File: src/pll_dist_pkg.sv
// Constants, field layouts and types of the PLL clock distribution control
// Assumes one 100 MHz control clock; ternary pins come as two comparators
package pll_dist_pkg;
  localparam int CLK_PS = 10000;
  localparam int CLK_NS = 10;
  localparam int NUM_BANKS = 8;
  localparam int NUM_CHAN = NUM_BANKS + 1;
  localparam int STEPS_PER_CYCLE = 16;
  localparam int HALF_CYCLE = 8;
  localparam int LOCK_WIN_LM_PS = 2000;
  localparam int LOCK_WIN_HI_PS = 1500;
  localparam logic [7:0] LOCK_WIN_LM =
    8'((LOCK_WIN_LM_PS >= CLK_PS) ? LOCK_WIN_LM_PS / CLK_PS : 1);
  localparam logic [7:0] LOCK_WIN_HI =
    8'((LOCK_WIN_HI_PS >= CLK_PS) ? LOCK_WIN_HI_PS / CLK_PS : 1);
  localparam int ABSENT_NS = 2000;
  localparam logic [7:0] ABSENT_CYC = 8'(ABSENT_NS / CLK_NS);
  localparam logic [3:0] LOCK_COUNT = 4'h8;

  typedef logic [1:0] tpin_t;
  localparam tpin_t PIN_LOW = 2'h0;
  localparam tpin_t PIN_HIGH = 2'h3;
  typedef tpin_t [3:0] div_pins_t;
  typedef tpin_t [2:0] ph_pins_t;
  typedef enum logic [1:0] {T_LOW = 2'h0, T_MID = 2'h1,
    T_HIGH = 2'h2} tern_t;

  typedef enum logic [1:0] {OUT_CLOCK = 2'h0, OUT_LOW = 2'h1,
    OUT_HIGH = 2'h2, OUT_HIZ = 2'h3} out_mode_t;
  typedef struct packed {
    out_mode_t mode;
    logic inv;
    logic [5:0] div;
  } div_cfg_t;
  localparam logic [6:0] DIV_NORM_LAST = 7'h1F;
  localparam logic [6:0] DIV_INV_LAST = 7'h3F;
  localparam logic [6:0] CODE_FORCE_LO = 7'h48;
  localparam logic [6:0] CODE_FORCE_HI = 7'h4A;

  typedef enum logic [1:0] {KIND_ODD = 2'h0, KIND_EVEN = 2'h1,
    KIND_FB = 2'h2} ph_kind_t;
  typedef logic signed [4:0] shift_t;
  localparam logic [6:0] PH_ODD_N = 7'h09;
  localparam logic [6:0] PH_EVEN_N = 7'h09;
  localparam logic [6:0] PH_FB_N = 7'h0B;
  localparam shift_t PH_ODD [0:8] = '{5'sh1C, 5'sh1D, 5'sh1E, 5'sh1F,
    5'sh00, 5'sh01, 5'sh02, 5'sh03, 5'sh04};
  localparam shift_t PH_EVEN [0:8] = '{5'sh1A, 5'sh1C, 5'sh1E, 5'sh1F,
    5'sh00, 5'sh01, 5'sh02, 5'sh04, 5'sh06};
  localparam shift_t PH_FB [0:10] = '{5'sh1A, 5'sh1C, 5'sh1D, 5'sh1E,
    5'sh1F, 5'sh00, 5'sh01, 5'sh02, 5'sh03, 5'sh04, 5'sh06};

  typedef enum logic [1:0] {ST_DOWN = 2'h0, ST_ALIGN = 2'h1,
    ST_RUN = 2'h3} pll_state_t;

  typedef struct packed {
    tpin_t ref_sel;
    tpin_t test;
    tpin_t range;
    tpin_t rst_div;
    div_pins_t fb_div;
    ph_pins_t fb_ph;
    div_pins_t [NUM_BANKS-1:0] bank_div;
    ph_pins_t [NUM_BANKS-1:0] bank_ph;
    logic gate_n;
    logic xtal;
    logic ref_in;
    logic diff_p;
    logic diff_n;
    logic fb;
  } pins_t;

  typedef struct packed {
    pll_state_t state;
    logic ref_absent;
    logic fb_absent;
    tern_t range;
    tern_t test;
    tern_t ref_sel;
    logic div1;
    logic lock;
  } status_t;

  localparam logic [11:0] ADDR_CTRL = 12'h000;
  localparam logic [11:0] ADDR_STATUS = 12'h004;
  localparam logic [NUM_BANKS-1:0] CTRL_RESET = 8'hFF;
endpackage

File: src/pll_clock_distribution_control.sv
// Control logic of a PLL clock network manager: source select, skewed
// dividers for eight banks and feedback, gating, power-down and lock.
// Assumes pins are asynchronous and the control clock models the VCO.
`timescale 1ns/1ps
module pll_clock_distribution_control
  import pll_dist_pkg::*;
#(
  parameter bit MID_IS_DIV1 = 1'b1
) (
  input wire logic ref_clk_i,
  input wire logic reset_n_i,
  input wire logic psel_i,
  input wire logic penable_i,
  input wire logic pwrite_i,
  input wire logic [11:0] paddr_i,
  input wire logic [31:0] pwdata_i,
  output logic [31:0] prdata_o,
  output logic pready_o,
  output logic pslverr_o,
  input wire tpin_t ref_select_i,
  input wire tpin_t test_mode_i,
  input wire tpin_t vco_range_select_i,
  input wire tpin_t reset_divide_i,
  input wire div_pins_t feedback_divide_code_i,
  input wire ph_pins_t feedback_phase_code_i,
  input wire div_pins_t [NUM_BANKS-1:0] divider_code_i,
  input wire ph_pins_t [NUM_BANKS-1:0] bank_phase_code_i,
  input wire logic sync_output_gate_n_i,
  input wire logic crystal_osc_in_i,
  input wire logic ref_clock_i,
  input wire logic diff_ref_pos_i,
  input wire logic diff_ref_neg_i,
  input wire logic feedback_clock_in_i,
  output logic crystal_osc_out_o,
  output logic [NUM_BANKS-1:0][1:0] bank_clk_o,
  output logic [NUM_BANKS-1:0][1:0] bank_oe_o,
  output logic feedback_clock_out_o,
  output logic lock_o
);

  function automatic tern_t tern(input tpin_t p);
    unique case (p)
      PIN_LOW: tern = T_LOW;
      PIN_HIGH: tern = T_HIGH;
      default: tern = T_MID;
    endcase
  endfunction

  function automatic logic [6:0] trits(input div_pins_t d);
    logic [6:0] v;
    v = 7'h00;
    for (int i = 3; i >= 0; i--) begin
      v = 7'(v * 7'h03) + {5'h00, tern(d[i])};
    end
    trits = v;
  endfunction

  function automatic div_cfg_t div_dec(input div_pins_t d);
    logic [6:0] v;
    div_cfg_t r;
    v = trits(d);
    r = '{mode: OUT_CLOCK, inv: 1'b0, div: 6'h01};
    if (v <= DIV_NORM_LAST) begin
      r.div = 6'(v + 7'h01);
    end else if (v <= DIV_INV_LAST) begin
      r.div = 6'(v - DIV_NORM_LAST);
      r.inv = 1'b1;
    end else if (v == CODE_FORCE_LO) begin
      r.mode = OUT_LOW;
    end else if (v == CODE_FORCE_HI) begin
      r.mode = OUT_HIGH;
    end else begin
      r.mode = OUT_HIZ;
    end
    div_dec = r;
  endfunction

  function automatic shift_t ph_dec(input ph_pins_t p,
                                    input ph_kind_t kind,
                                    input logic wide);
    logic [6:0] v;
    shift_t t;
    v = trits({PIN_LOW, p});
    t = '0;
    unique case (kind)
      KIND_ODD: if (v < PH_ODD_N) t = PH_ODD[v[3:0]];
      KIND_EVEN: if (v < PH_EVEN_N) t = PH_EVEN[v[3:0]];
      default: if (v < PH_FB_N) t = PH_FB[v[3:0]];
    endcase
    ph_dec = wide ? shift_t'(t <<< 1) : t;
  endfunction

  function automatic logic [1:0] addr_dec(input logic [11:0] a);
    addr_dec = {a == ADDR_STATUS, a == ADDR_CTRL};
  endfunction

  // Two-stage capture of every pin
  pins_t pins_raw, sync1_reg, sync2_reg;
  assign pins_raw = '{ref_sel: ref_select_i, test: test_mode_i,
    range: vco_range_select_i, rst_div: reset_divide_i,
    fb_div: feedback_divide_code_i, fb_ph: feedback_phase_code_i,
    bank_div: divider_code_i, bank_ph: bank_phase_code_i,
    gate_n: sync_output_gate_n_i, xtal: crystal_osc_in_i,
    ref_in: ref_clock_i, diff_p: diff_ref_pos_i,
    diff_n: diff_ref_neg_i, fb: feedback_clock_in_i};

  always_ff @(posedge ref_clk_i or negedge reset_n_i) begin
    if (!reset_n_i) begin
      sync1_reg <= '0;
      sync2_reg <= '0;
    end else begin
      sync1_reg <= pins_raw;
      sync2_reg <= sync1_reg;
    end
  end

  tern_t sel_t, test_t, range_t, rstdiv_t;
  assign sel_t = tern(sync2_reg.ref_sel);
  assign test_t = tern(sync2_reg.test);
  assign range_t = tern(sync2_reg.range);
  assign rstdiv_t = tern(sync2_reg.rst_div);

  logic ref_lvl, fb_lvl, div1;
  always_comb begin
    unique case (sel_t)
      T_LOW: ref_lvl = sync2_reg.xtal;
      T_MID: ref_lvl = sync2_reg.ref_in;
      T_HIGH: ref_lvl = sync2_reg.diff_p & ~sync2_reg.diff_n;
      default: ref_lvl = 1'b0;
    endcase
  end
  assign fb_lvl = sync2_reg.fb;
  assign div1 = (rstdiv_t == T_MID) ? MID_IS_DIV1 : ~MID_IS_DIV1;

  // Edge, detector, lock and sequencing state
  pll_state_t state_reg, state_next;
  logic ref_d_reg, ref_d_next, fb_d_reg, fb_d_next;
  logic half_reg, half_next, up_reg, up_next, dn_reg, dn_next;
  logic lock_reg, lock_next, xout_reg, xout_next;
  logic [7:0] ref_age_reg, ref_age_next, fb_age_reg, fb_age_next;
  logic [3:0] good_reg, good_next;
  logic ref_edge, fb_edge, ref_tick, ref_absent, fb_absent;
  logic [7:0] win;
  logic align_load;
  logic [1:0] step;

  assign ref_edge = ref_lvl & ~ref_d_reg;
  assign fb_edge = fb_lvl & ~fb_d_reg;
  assign ref_tick = ref_edge & (div1 | half_reg);
  assign ref_absent = ref_age_reg == ABSENT_CYC;
  assign fb_absent = fb_age_reg == ABSENT_CYC;
  assign win = (range_t == T_HIGH) ? LOCK_WIN_HI : LOCK_WIN_LM;

  always_comb begin
    ref_d_next = ref_lvl;
    fb_d_next = fb_lvl;
    half_next = ref_edge ? ~half_reg : half_reg;
    ref_age_next = ref_tick ? 8'h00 :
      (ref_absent ? ref_age_reg : ref_age_reg + 8'h01);
    fb_age_next = fb_edge ? 8'h00 :
      (fb_absent ? fb_age_reg : fb_age_reg + 8'h01);
    xout_next = ~sync2_reg.xtal;
    up_next = 1'b0;
    dn_next = 1'b0;
    good_next = good_reg;
    if (state_reg != ST_RUN || test_t != T_LOW || ref_absent ||
        fb_absent) begin
      good_next = 4'h0;
    end else if (fb_edge) begin
      if (ref_tick || ref_age_reg <= win) begin
        good_next = (good_reg == LOCK_COUNT) ? good_reg :
          good_reg + 4'h1;
      end else begin
        good_next = 4'h0;
        // Reference nearer behind than ahead: feedback is late
        up_next = ref_age_reg < (fb_age_reg >> 1);
        dn_next = ref_age_reg >= (fb_age_reg >> 1);
      end
    end
    lock_next = good_next == LOCK_COUNT;
    state_next = state_reg;
    unique case (state_reg)
      ST_DOWN: if (rstdiv_t != T_LOW) state_next = ST_ALIGN;
      ST_ALIGN: begin
        if (rstdiv_t == T_LOW) state_next = ST_DOWN;
        else if (ref_tick || ref_absent) state_next = ST_RUN;
      end
      ST_RUN: if (rstdiv_t == T_LOW) state_next = ST_DOWN;
      default: state_next = ST_DOWN;
    endcase
  end

  assign align_load = state_reg == ST_ALIGN && state_next == ST_RUN;

  always_comb begin
    if (state_reg != ST_RUN || test_t != T_LOW) begin
      step = 2'h0;
    end else begin
      // Missing clock leaves up/down idle: nominal midpoint rate
      step = 2'h1 + {1'b0, up_reg} - {1'b0, dn_reg};
    end
  end

  always_ff @(posedge ref_clk_i or negedge reset_n_i) begin
    if (!reset_n_i) begin
      state_reg <= ST_DOWN;
      ref_d_reg <= 1'b0;
      fb_d_reg <= 1'b0;
      half_reg <= 1'b0;
      up_reg <= 1'b0;
      dn_reg <= 1'b0;
      lock_reg <= 1'b0;
      xout_reg <= 1'b0;
      ref_age_reg <= ABSENT_CYC;
      fb_age_reg <= ABSENT_CYC;
      good_reg <= 4'h0;
    end else begin
      state_reg <= state_next;
      ref_d_reg <= ref_d_next;
      fb_d_reg <= fb_d_next;
      half_reg <= half_next;
      up_reg <= up_next;
      dn_reg <= dn_next;
      lock_reg <= lock_next;
      xout_reg <= xout_next;
      ref_age_reg <= ref_age_next;
      fb_age_reg <= fb_age_next;
      good_reg <= good_next;
    end
  end

  // Register slave: bank enable mask and status
  logic [NUM_BANKS-1:0] ctrl_reg, ctrl_next;
  logic [31:0] prdata_reg, prdata_next;
  logic slverr_reg, slverr_next;
  status_t status;
  assign status = '{state: state_reg, ref_absent: ref_absent,
    fb_absent: fb_absent, range: range_t, test: test_t, ref_sel: sel_t,
    div1: div1, lock: lock_reg};

  always_comb begin
    ctrl_next = ctrl_reg;
    prdata_next = prdata_reg;
    slverr_next = slverr_reg;
    if (psel_i && !penable_i) begin
      slverr_next = addr_dec(paddr_i) == 2'h0;
      prdata_next = '0;
      if (addr_dec(paddr_i) == 2'h2) prdata_next = 32'(status);
      if (addr_dec(paddr_i) == 2'h1 && !pwrite_i) begin
        prdata_next = 32'(ctrl_reg);
      end
    end
    if (psel_i && penable_i && pwrite_i && addr_dec(paddr_i) == 2'h1) begin
      ctrl_next = pwdata_i[NUM_BANKS-1:0];
    end
  end

  always_ff @(posedge ref_clk_i or negedge reset_n_i) begin
    if (!reset_n_i) begin
      ctrl_reg <= CTRL_RESET;
      prdata_reg <= '0;
      slverr_reg <= 1'b0;
    end else begin
      ctrl_reg <= ctrl_next;
      prdata_reg <= prdata_next;
      slverr_reg <= slverr_next;
    end
  end

  assign prdata_o = prdata_reg;
  assign pready_o = 1'b1;
  assign pslverr_o = slverr_reg;

  // Output channels: banks 0..7, then feedback
  div_pins_t div_all [NUM_CHAN];
  ph_pins_t ph_all [NUM_CHAN];
  div_cfg_t cfg_all [NUM_CHAN];
  logic chan_clk [NUM_CHAN];
  logic chan_oe [NUM_CHAN];
  always_comb begin
    for (int i = 0; i < NUM_BANKS; i++) begin
      div_all[i] = sync2_reg.bank_div[i];
      ph_all[i] = sync2_reg.bank_ph[i];
    end
    div_all[NUM_BANKS] = sync2_reg.fb_div;
    ph_all[NUM_BANKS] = sync2_reg.fb_ph;
  end

  for (genvar c = 0; c < NUM_CHAN; c++) begin : chan
    localparam bit IS_FB = c == NUM_BANKS;
    localparam ph_kind_t KIND = IS_FB ? KIND_FB :
      ((c % 2 == 1) ? KIND_ODD : KIND_EVEN);
    div_cfg_t cfg;
    shift_t sh;
    logic [9:0] per, half, ld, cnt_reg, cnt_next;
    logic [10:0] sum;
    logic src, gated, enabled;
    logic clk_reg, clk_next, oe_reg, oe_next, gate_reg, gate_next;

    assign cfg = div_dec(div_all[c]);
    assign cfg_all[c] = cfg;
    assign sh = ph_dec(ph_all[c], KIND, range_t == T_HIGH);
    assign per = 10'(cfg.div * STEPS_PER_CYCLE);
    assign half = 10'(cfg.div * HALF_CYCLE);
    assign enabled = IS_FB ? 1'b1 : ctrl_reg[c % NUM_BANKS];
    assign gated = IS_FB ? 1'b1 : gate_reg;

    always_comb begin
      sum = {1'b0, cnt_reg} + {9'h000, step};
      if (sum >= {1'b0, per}) sum = sum - {1'b0, per};
      if (sum >= {1'b0, per}) sum = '0;
      // Start phase so that a positive shift delays the output
      ld = (sh > 0) ? per - {5'h00, sh} : {5'h00, -sh};
      cnt_next = align_load ? ld : sum[9:0];
      if (test_t == T_LOW) src = (cnt_reg < half) ^ cfg.inv;
      else if (test_t == T_MID) src = ref_lvl ^ cfg.inv;
      else src = fb_lvl ^ cfg.inv;
      // Gate changes only while the output is low: a pulse already high holds the gate, but one that rises as the gate closes is cut after one cycle
      gate_next = clk_reg ? gate_reg : !sync2_reg.gate_n;
      oe_next = enabled;
      clk_next = 1'b0;
      unique case (cfg.mode)
        OUT_CLOCK: clk_next = gated & src;
        OUT_LOW: clk_next = 1'b0;
        OUT_HIGH: clk_next = 1'b1;
        OUT_HIZ: oe_next = 1'b0;
      endcase
      if (!enabled || state_reg == ST_DOWN) begin
        clk_next = 1'b0;
        oe_next = 1'b0;
      end
    end

    always_ff @(posedge ref_clk_i or negedge reset_n_i) begin
      if (!reset_n_i) begin
        cnt_reg <= '0;
        clk_reg <= 1'b0;
        oe_reg <= 1'b0;
        gate_reg <= 1'b0;
      end else begin
        cnt_reg <= cnt_next;
        clk_reg <= clk_next;
        oe_reg <= oe_next;
        gate_reg <= gate_next;
      end
    end

    assign chan_clk[c] = clk_reg;
    assign chan_oe[c] = oe_reg;

    if (!IS_FB) begin : bank_chk
      a_forced_low: assert property (@(posedge ref_clk_i)
        disable iff (!reset_n_i)
        cfg.mode == OUT_LOW |=> !clk_reg)
        else $error("forced-low bank toggled");
    end else begin : fb_chk
      a_fb_ungated: assert property (@(posedge ref_clk_i)
        disable iff (!reset_n_i)
        state_reg == ST_RUN && test_t == T_LOW &&
        cfg.mode == OUT_CLOCK ##0 sync2_reg.gate_n
        |=> clk_reg == $past(src))
        else $error("feedback output gated");
    end
  end

  for (genvar b = 0; b < NUM_BANKS; b++) begin : pins_out
    assign bank_clk_o[b] = {2{chan_clk[b]}};
    assign bank_oe_o[b] = {2{chan_oe[b]}};
  end
  assign feedback_clock_out_o = chan_clk[NUM_BANKS];
  assign crystal_osc_out_o = xout_reg;
  assign lock_o = lock_reg;

  a_pd_fb_low: assert property (@(posedge ref_clk_i)
    disable iff (!reset_n_i)
    state_reg == ST_DOWN |=> !feedback_clock_out_o)
    else $error("feedback output not low in power-down");

  a_pd_banks_hiz: assert property (@(posedge ref_clk_i)
    disable iff (!reset_n_i)
    state_reg == ST_DOWN [*2] |-> bank_oe_o == '0)
    else $error("bank driven in power-down");

  a_lock_clean: assert property (@(posedge ref_clk_i)
    disable iff (!reset_n_i)
    ref_absent || fb_absent || state_reg != ST_RUN |=> !lock_o)
    else $error("lock without valid clocks");

  a_leave_down: assert property (@(posedge ref_clk_i)
    disable iff (!reset_n_i)
    state_reg == ST_DOWN && rstdiv_t != T_LOW |=> state_reg == ST_ALIGN)
    else $error("power-down exit skipped alignment");

  a_align_exit: assert property (@(posedge ref_clk_i)
    disable iff (!reset_n_i)
    state_reg == ST_ALIGN && rstdiv_t != T_LOW && ref_tick
    |=> state_reg == ST_RUN ##1 state_reg != ST_ALIGN)
    else $error("alignment did not release on reference edge");

  a_test_halts: assert property (@(posedge ref_clk_i)
    disable iff (!reset_n_i)
    test_t != T_LOW |-> step == 2'h0)
    else $error("oscillator advanced in test mode");

  a_ref_select: assert property (@(posedge ref_clk_i)
    disable iff (!reset_n_i)
    sel_t == T_LOW |-> ref_lvl == sync2_reg.xtal)
    else $error("crystal not selected");

  a_apb_unmapped: assert property (@(posedge ref_clk_i)
    disable iff (!reset_n_i)
    psel_i && !penable_i && addr_dec(paddr_i) == 2'h0
    |=> pslverr_o && prdata_o == '0)
    else $error("unmapped access not flagged");
endmodule

File: config.mk
export PLATFORM = sky130hd
export DESIGN_NAME = pll_clock_distribution_control
export DESIGN_NICKNAME = d
export VERILOG_FILES = /design/src/pll_dist_pkg.sv /design/src/pll_clock_distribution_control.sv
export SDC_FILE = /design/constraint.sdc
export NUM_CORES = 1
export LEC_CHECK = 0
export BUFFER_PORTS_ARGS = -buffer_cell sky130_fd_sc_hd__buf_2
export CAP_MARGIN = 20
export CORE_MARGIN = 2
export CORE_UTILIZATION = 40
export DETAILED_ROUTE_END_ITERATION = 6
export SLEW_MARGIN = 40
export SYNTH_ARGS = -nofsm -noshare
export SYNTH_HDL_FRONTEND = slang
export SYNTH_SLANG_ARGS = --single-unit
File: constraint.sdc
create_clock -name ref_clk_i -period 23.7 [get_ports ref_clk_i]
set_input_delay 2.37 -clock ref_clk_i [delete_from_list [all_inputs] [get_ports ref_clk_i]]
set_output_delay 2.37 -clock ref_clk_i [all_outputs]
set_load 0.03 [all_outputs]
Word-level counts from Yosys, hierarchy flattened
Memory sizes are Yosys's and may differ from the RTL's.
Index checks and enable logic that the tools add are counted.
- register bits after elaboration: 465
- bits in latches: 0
- bits in writable memories: 0
- memory bits (read-only): 720
- input bits: 189
- word-level logic and storage cells: 984
- memories: 9
- memories (memory ; words ; width ; rd ports ; clocked after Yosys merged registers in ; wr ports ; RTL line ; source):
    (name not given) ; 16 ; 5 ; 1 ; 0 ; 0 ; pll_clock_distribution_control.sv:88 ; default: if (v < PH_FB_N) t = PH_FB[v[3:0]];
    (name not given) ; 16 ; 5 ; 1 ; 0 ; 0 ; pll_clock_distribution_control.sv:86 ; KIND_ODD: if (v < PH_ODD_N) t = PH_ODD[v[3:0]];
    (name not given) ; 16 ; 5 ; 1 ; 0 ; 0 ; pll_clock_distribution_control.sv:87 ; KIND_EVEN: if (v < PH_EVEN_N) t = PH_EVEN[v[3:0]];
    (name not given) ; 16 ; 5 ; 1 ; 0 ; 0 ; pll_clock_distribution_control.sv:86 ;
    (name not given) ; 16 ; 5 ; 1 ; 0 ; 0 ; pll_clock_distribution_control.sv:87 ;
    (name not given) ; 16 ; 5 ; 1 ; 0 ; 0 ; pll_clock_distribution_control.sv:86 ;
    +3 memories ; -- ; -- ; -- ; -- ; -- ; -- ;
- add/sub/neg operators: 104
- multipliers: 45
- div/mod/pow operators: 0
- magnitude comparators: 75
- equal/unequal tests: 120
- shifts and indexed selects: 0
- mux-type cells: 269
- bitwise gates (word level): 54
- reduce and logical (&&, ||, !) cells: 114
- operators by type and width (cell ; number):
    2-to-1 mux 10 bit ; 27
    one-hot mux 2 bit (2 select lines) ; 67
    >= comparator 11 x 10 -> 1 bit ; 18
    adder 7 x 2 -> 7 bit ; 27
    2-to-1 mux 5 bit ; 36
    equality test 2 bit, second input constant ; 89
    logical NOT 2 bit ; 81
    equality test 7 bit, second input constant ; 18
    multiplier 5 x 2 -> 7 bit, second input constant ; 18
    adder 10 x 2 -> 11 bit ; 9
    2-to-1 mux 11 bit ; 9
    subtractor 11 x 10 -> 11 bit ; 9
    adder 4 x 2 -> 5 bit ; 18
    less-than comparator 10 x 9 -> 1 bit ; 9
    subtractor 10 x 5 -> 10 bit ; 9
    multiplier 2 x 2 -> 4 bit, second input constant ; 18
    <= comparator 7 x 5 -> 1 bit, second input constant ; 9
    <= comparator 7 x 6 -> 1 bit, second input constant ; 9
    less-than comparator 7 x 4 -> 1 bit, second input constant ; 9
    multiplier 7 x 2 -> 7 bit, second input constant ; 9
    2-to-1 mux 7 bit ; 9
    2-to-1 mux 1 bit ; 59
    adder 6 x 1 -> 6 bit, second input constant ; 9
    2-to-1 mux 6 bit ; 9
    35 further kinds ; 197

Longest topological paths before layout
- depth after elaboration: 19
- depth in mapped cells: 42
- gate-level depth less buffers: 39

Worst setup path after synthesis
No wires, ideal clock.
- kind: flip-flop to flip-flop
- start point: register sync2_reg (netlist bit div_all[38])
- end point: register chan[4].cnt_reg[4]
- library setup time: 0.141 ns
- arrival: 8.114 ns
- slack: 15.444 ns
- stages on the path, launching flop included: 40
- clock period less this slack: 8.256 ns
- cells stage by stage: dfrtp_1 > inv_1 > ha_1 > ha_1 > ha_1 > fa_1 > ha_1 > ha_1 > a21o_1 > a21oi_1 > xnor2_1 > inv_1 > ha_1 > inv_1 > ha_1 > and3b_1 > a211oi_1 > and3_1 > [... 4 more ...] > and2_1 > nand2_1 > nor4_1 > nand3_1 > nand2_1 > a31o_1 > buf_2 > mux2_2 > ha_1 > inv_1 > o21a_1 > maj3_1 > maj3_1 > mux2_2 > nor4_1 > o221a_2 > buf_2 > o32ai_1
- word-level cells in the longest chain between the ends: 16
- RTL lines (what ; RTL line ; source):
    start, declared ; pll_clock_distribution_control.sv:98 ; pins_t pins_raw, sync1_reg, sync2_reg;
    start signal, assigned ; pll_clock_distribution_control.sv:113 ; sync2_reg <= sync1_reg;
    equality test 2 bit / logical NOT 2 bit (equally long branches) ; pll_clock_distribution_control.sv:42 ; unique case (p)
    one-hot mux 2 bit (2 select lines) * ; pll_clock_distribution_control.sv:42 ;
    multiplier 2 x 2 -> 4 bit * ; pll_clock_distribution_control.sv:53 ; v = 7'(v * 7'h03) + {5'h00, tern(d[i])};
    adder 4 x 2 -> 5 bit * ; pll_clock_distribution_control.sv:53 ;
    multiplier 5 x 2 -> 7 bit * ; pll_clock_distribution_control.sv:53 ;
    adder 7 x 2 -> 7 bit * ; pll_clock_distribution_control.sv:53 ;
    multiplier 7 x 2 -> 7 bit * ; pll_clock_distribution_control.sv:53 ;
    adder 7 x 2 -> 7 bit * ; pll_clock_distribution_control.sv:53 ;
    subtractor 6 x 5 -> 6 bit / <= comparator 7 x 6 -> 1 bit (equally long branches) ; pll_clock_distribution_control.sv:66, pll_clock_distribution_control.sv:65 ;
    2-to-1 mux 7 bit ; pll_clock_distribution_control.sv:65 ; end else if (v <= DIV_INV_LAST) begin
    2-to-1 mux 6 bit * ; pll_clock_distribution_control.sv:63 ; if (v <= DIV_NORM_LAST) begin
    subtractor 11 x 10 -> 11 bit / >= comparator 11 x 10 -> 1 bit (equally long branches) ; pll_clock_distribution_control.sv:310 ; if (sum >= {1'b0, per}) sum = sum - {1'b0, per};
    2-to-1 mux 11 bit ; pll_clock_distribution_control.sv:310 ;
    >= comparator 11 x 10 -> 1 bit ; pll_clock_distribution_control.sv:311 ; if (sum >= {1'b0, per}) sum = '0;
    2-to-1 mux 10 bit ; pll_clock_distribution_control.sv:311 ;
    2-to-1 mux 10 bit * ; pll_clock_distribution_control.sv:314 ; cnt_next = align_load ? ld : sum[9:0];
    named net chan[4].cnt_next[4] ; pll_clock_distribution_control.sv:295 ; logic [9:0] per, half, ld, cnt_reg, cnt_next;
    end signal, assigned ; pll_clock_distribution_control.sv:341 ; cnt_reg <= cnt_next;
    end, declared ; pll_clock_distribution_control.sv:295 ;
Mark *: on every way through the listed nets, which the timed path passes. The rest lies on a longest branch.
A chain may end at the register's enable or synchronous reset.

Final worst setup path
Ends and elaborated chain as after synthesis.

==> summary.txt <==
Worst setup path
  – Max FO, Critical Path: 9
  – CP endpoint kind: flop
  – Worst Reg2Reg Path Length in Cells: 36
  – Stages on the worst setup path: 36
  – CP arrival: 9540 ps
  – Max stage delay cell, worst path: fa_1
  – CP delay by family, top: adder cells
  – Req. time, crit path: 24200 ps
  – Most common cell type on the critical path: ha_1
  – WS Path Type: flop to flop
  – Buf/Inv on CP: 4
  – CP startpoint kind: flop
  – Max incr delay on CP: 480 ps

Logic synthesis
  – Mean Syn Cell Area: 9.76 µm²
  – Async set-reset flop share out of synthesis: 100%
  – Sequential area share after synthesis: 31.3%
  – Leading area contributor after synthesis: dfrtp_1
  – Unique masters post-synth: 122
  – Most frequent cell after synthesis: ha_1
  – Synth Cell Area: 35600 µm²
  – Yosys reg bits: 445
  – Post-synthesis cell count: 3649
  – Top_reg_cell synth: dfrtp_1
  – Most common library cells after synthesis: ha_1 (548), dfrtp_1 (431), inv_1 (328)
  – Yosys top cell area share: 30.3%
  – Number of flops mapped to enable cells by yosys: 0
  – Synth warn: 0
  – Largest cells by area after synthesis: dfrtp_1 (30%), ha_1 (19%), fa_1 (5.1%), xnor2_1 (5.0%), inv_1 (3.5%)

Clocking
  – Clock latency on the worst-skew pair: 650 ps
  – Post-CTS resize count: 0
  – Post-CTS Repair Setup Buffers: 0
  – CTS sink cnt: 445
  – Cts hold-fix bufs: 0
  – TritonCTS clock tree: built
  – Max clock buf depth: 3
  – CTS buffer count: 54
  – H-tree depth: 2
  – Clock transition at path regs: 70 ps
  – CTS Root Cell: clkbuf_16

Run status
  – Outcome: completed

STA
  – Fin. max-slew vios: 0
  – Final Hold Fails: 0
  – Worst slew pin tran: 853 ps
  – TNS Setup: 0 ps
  – Headroom to the max-slew limit: 43.1%
  – Max Clock Freq: 111 MHz
  – Final setup viols: 0
  – Hold_ws: 340 ps
  – Clk_skew: 19.1 ps
  – Tmin final: 9040 ps
  – Unrepaired setup endpoints after global routing: no
  – Period Utilization, post-route: 38.1%

Routing
  – DR vias: 26400
  – Final WL: 79500 µm
  – Pre-antenna DRT Iters: 5
  – DR vias/cell: 5.22
  – Post-route ant nets: 0
  – DR DRC count: 0
  – Wire length per cell: 15.7 µm
  – Starting DRT DRC Count: 1292

Die
  – Die Width: 302 µm
  – Rows: 109
  – Io pins: 258
  – Total core area: 88200 µm²
  – Die area: 91400 µm²
  – Die height: 302 µm
  – Starting Density: 40.3%

Final layout
  – Layout fillers: 8437
  – # nets final: 4672
  – N_diodes: 0
  – Seq. cell area: 11200 µm²
  – Largest register FFs: 140
  – Util after Layout: 44.8%
  – Area of the multi-input gates: 22700 µm²
  – Share of layout cells above drive strength 1: 12.0%
  – Area growth syn-to-layout: 11.2%

Placed design
  – Port buffer count: 212
  – Detailed placer's ending HPWL: 60600 µm
  – Placer congestion estimate: 0.857

GRT
  – Vias in the first global route: 25800
  – Largest net degree at the start of global routing: 74
  – Total Routing Usage GR: 17.6%
  – GRT overflow: 0
  – Initial antenna violation count: 2
  – First-pass GRT wire length: 131000 µm

Worst hold path
  – Hold path depth: 0
  – Min-delay worst type: flop to flop

Job
  – Max Cap Viol: 0
## path summary, 6_finish.rpt
check,to,slack (ps),start
setup reg to reg,chan[4].cnt_reg[4]$_DFF_PN0_,14660,div_all[38]$_DFF_PN0_
min in group asynchronous,chan[3].gate_reg$_DFFE_PN0N_,1710,reset_n_i
hold reg to reg,ph_all[45]$_DFF_PN0_,340,sync1_reg[15]$_DFF_PN0_
hold / removal,ph_all[45]$_DFF_PN0_,340,sync1_reg[15]$_DFF_PN0_
setup / recovery,chan[4].cnt_reg[4]$_DFF_PN0_,14660,div_all[38]$_DFF_PN0_
max in group asynchronous,sync1_reg[89]$_DFF_PN0_,19720,reset_n_i
## metal layers
| metal | global-route usage [%] | routed length (µm) | part of all wire [%] | up-vias |
|---|---|---|---|---|
| li1 | - | - | - | 13300 |
| met1 | 24.1 | 37500 | 47 | 12600 |
| met2 | 29.1 | 36900 | 46 | 420 |
| met3 | 2.62 | 3390 | 4.3 | 101 |
| met4 | 4.26 | 1660 | 2.1 | 2 |
| met5 | 0 | 13 | 0.016 | - |
## through the flow
stage	cells	worst slack (ps)	area, µm²
floorplan	3668	15440	35700
global placement	4953	14720	37700
detailed placement	4953	14690	37700
CTS	5054	14650	39500
global route	5055	14090	39600
finish	5055	14660	39600
## worst reg2reg max path: cells and delay by family (launching register included)
kind / cells / cell delay (ps)
adder cells (fa/ha/maj): 12 / 3830
XOR/XNOR: 1 / 160
flip-flops: 1 / 350
buffers and inverters: 4 / 190
AND/OR/NAND/NOR: 9 / 1780
multiplexers: 2 / 670
AO/OA/AOI/OAI: 8 / 1930
## final cells by class
| type | count | share of cell area, % |
|---|---|---|
| timing repair buffer | 230 | 3.09 |
| inverter | 336 | 3.19 |
| clock inverter | 33 | 0.847 |
| sequential | 445 | 28.2 |
| clock buffer | 68 | 3.68 |
| multi-input combinational | 2778 | 57.3 |
| tap | 1165 | 3.68 |
## cells by family after synthesis
| kind of cell | after synthesis | share of synthesized area [%] |
|---|---|---|
| buffers and inverters | 445 | 5.33 |
| adders and majority gates | 660 | 24.9 |
| AOI/OAI and AO/OA | 758 | 14.7 |
| and+or+nand+nor | 957 | 13.8 |
| other | 2 | 0.0211 |
| xor gates and xnor gates | 323 | 8.04 |
| DFF | 445 | 31.3 |
| muxes | 59 | 1.81 |
## placed cells by master (no fill, tap or decap), drive strengths merged, types with 12 or more instances in the layout
cell / count
nand3: 100
a211o: 15
o22ai: 56
nor3b: 14
or2: 15
nand3b: 24
o32ai: 12
buf: 230
a22oi: 12
maj3: 22
nand4: 39
a21o: 58
nor3: 55
clkbuf: 68
dfrtp: 431
dfstp: 14
mux2: 32
nor4: 29
a211oi: 49
nor2: 210
mux2i: 27
o211ai: 34
and3: 36
inv: 340
xor2: 116
o21a: 26
and2: 22
conb: 21
or3: 25
nand2: 257
clkinv: 15
ha: 548
xnor2: 205
a31oi: 22
fa: 90
nor2b: 41
nand2b: 34
o21ai: 161
a21oi: 167
Power is not shown: default switching activity piles up to over one toggle a cycle in this logic, so the estimate is an artifact.
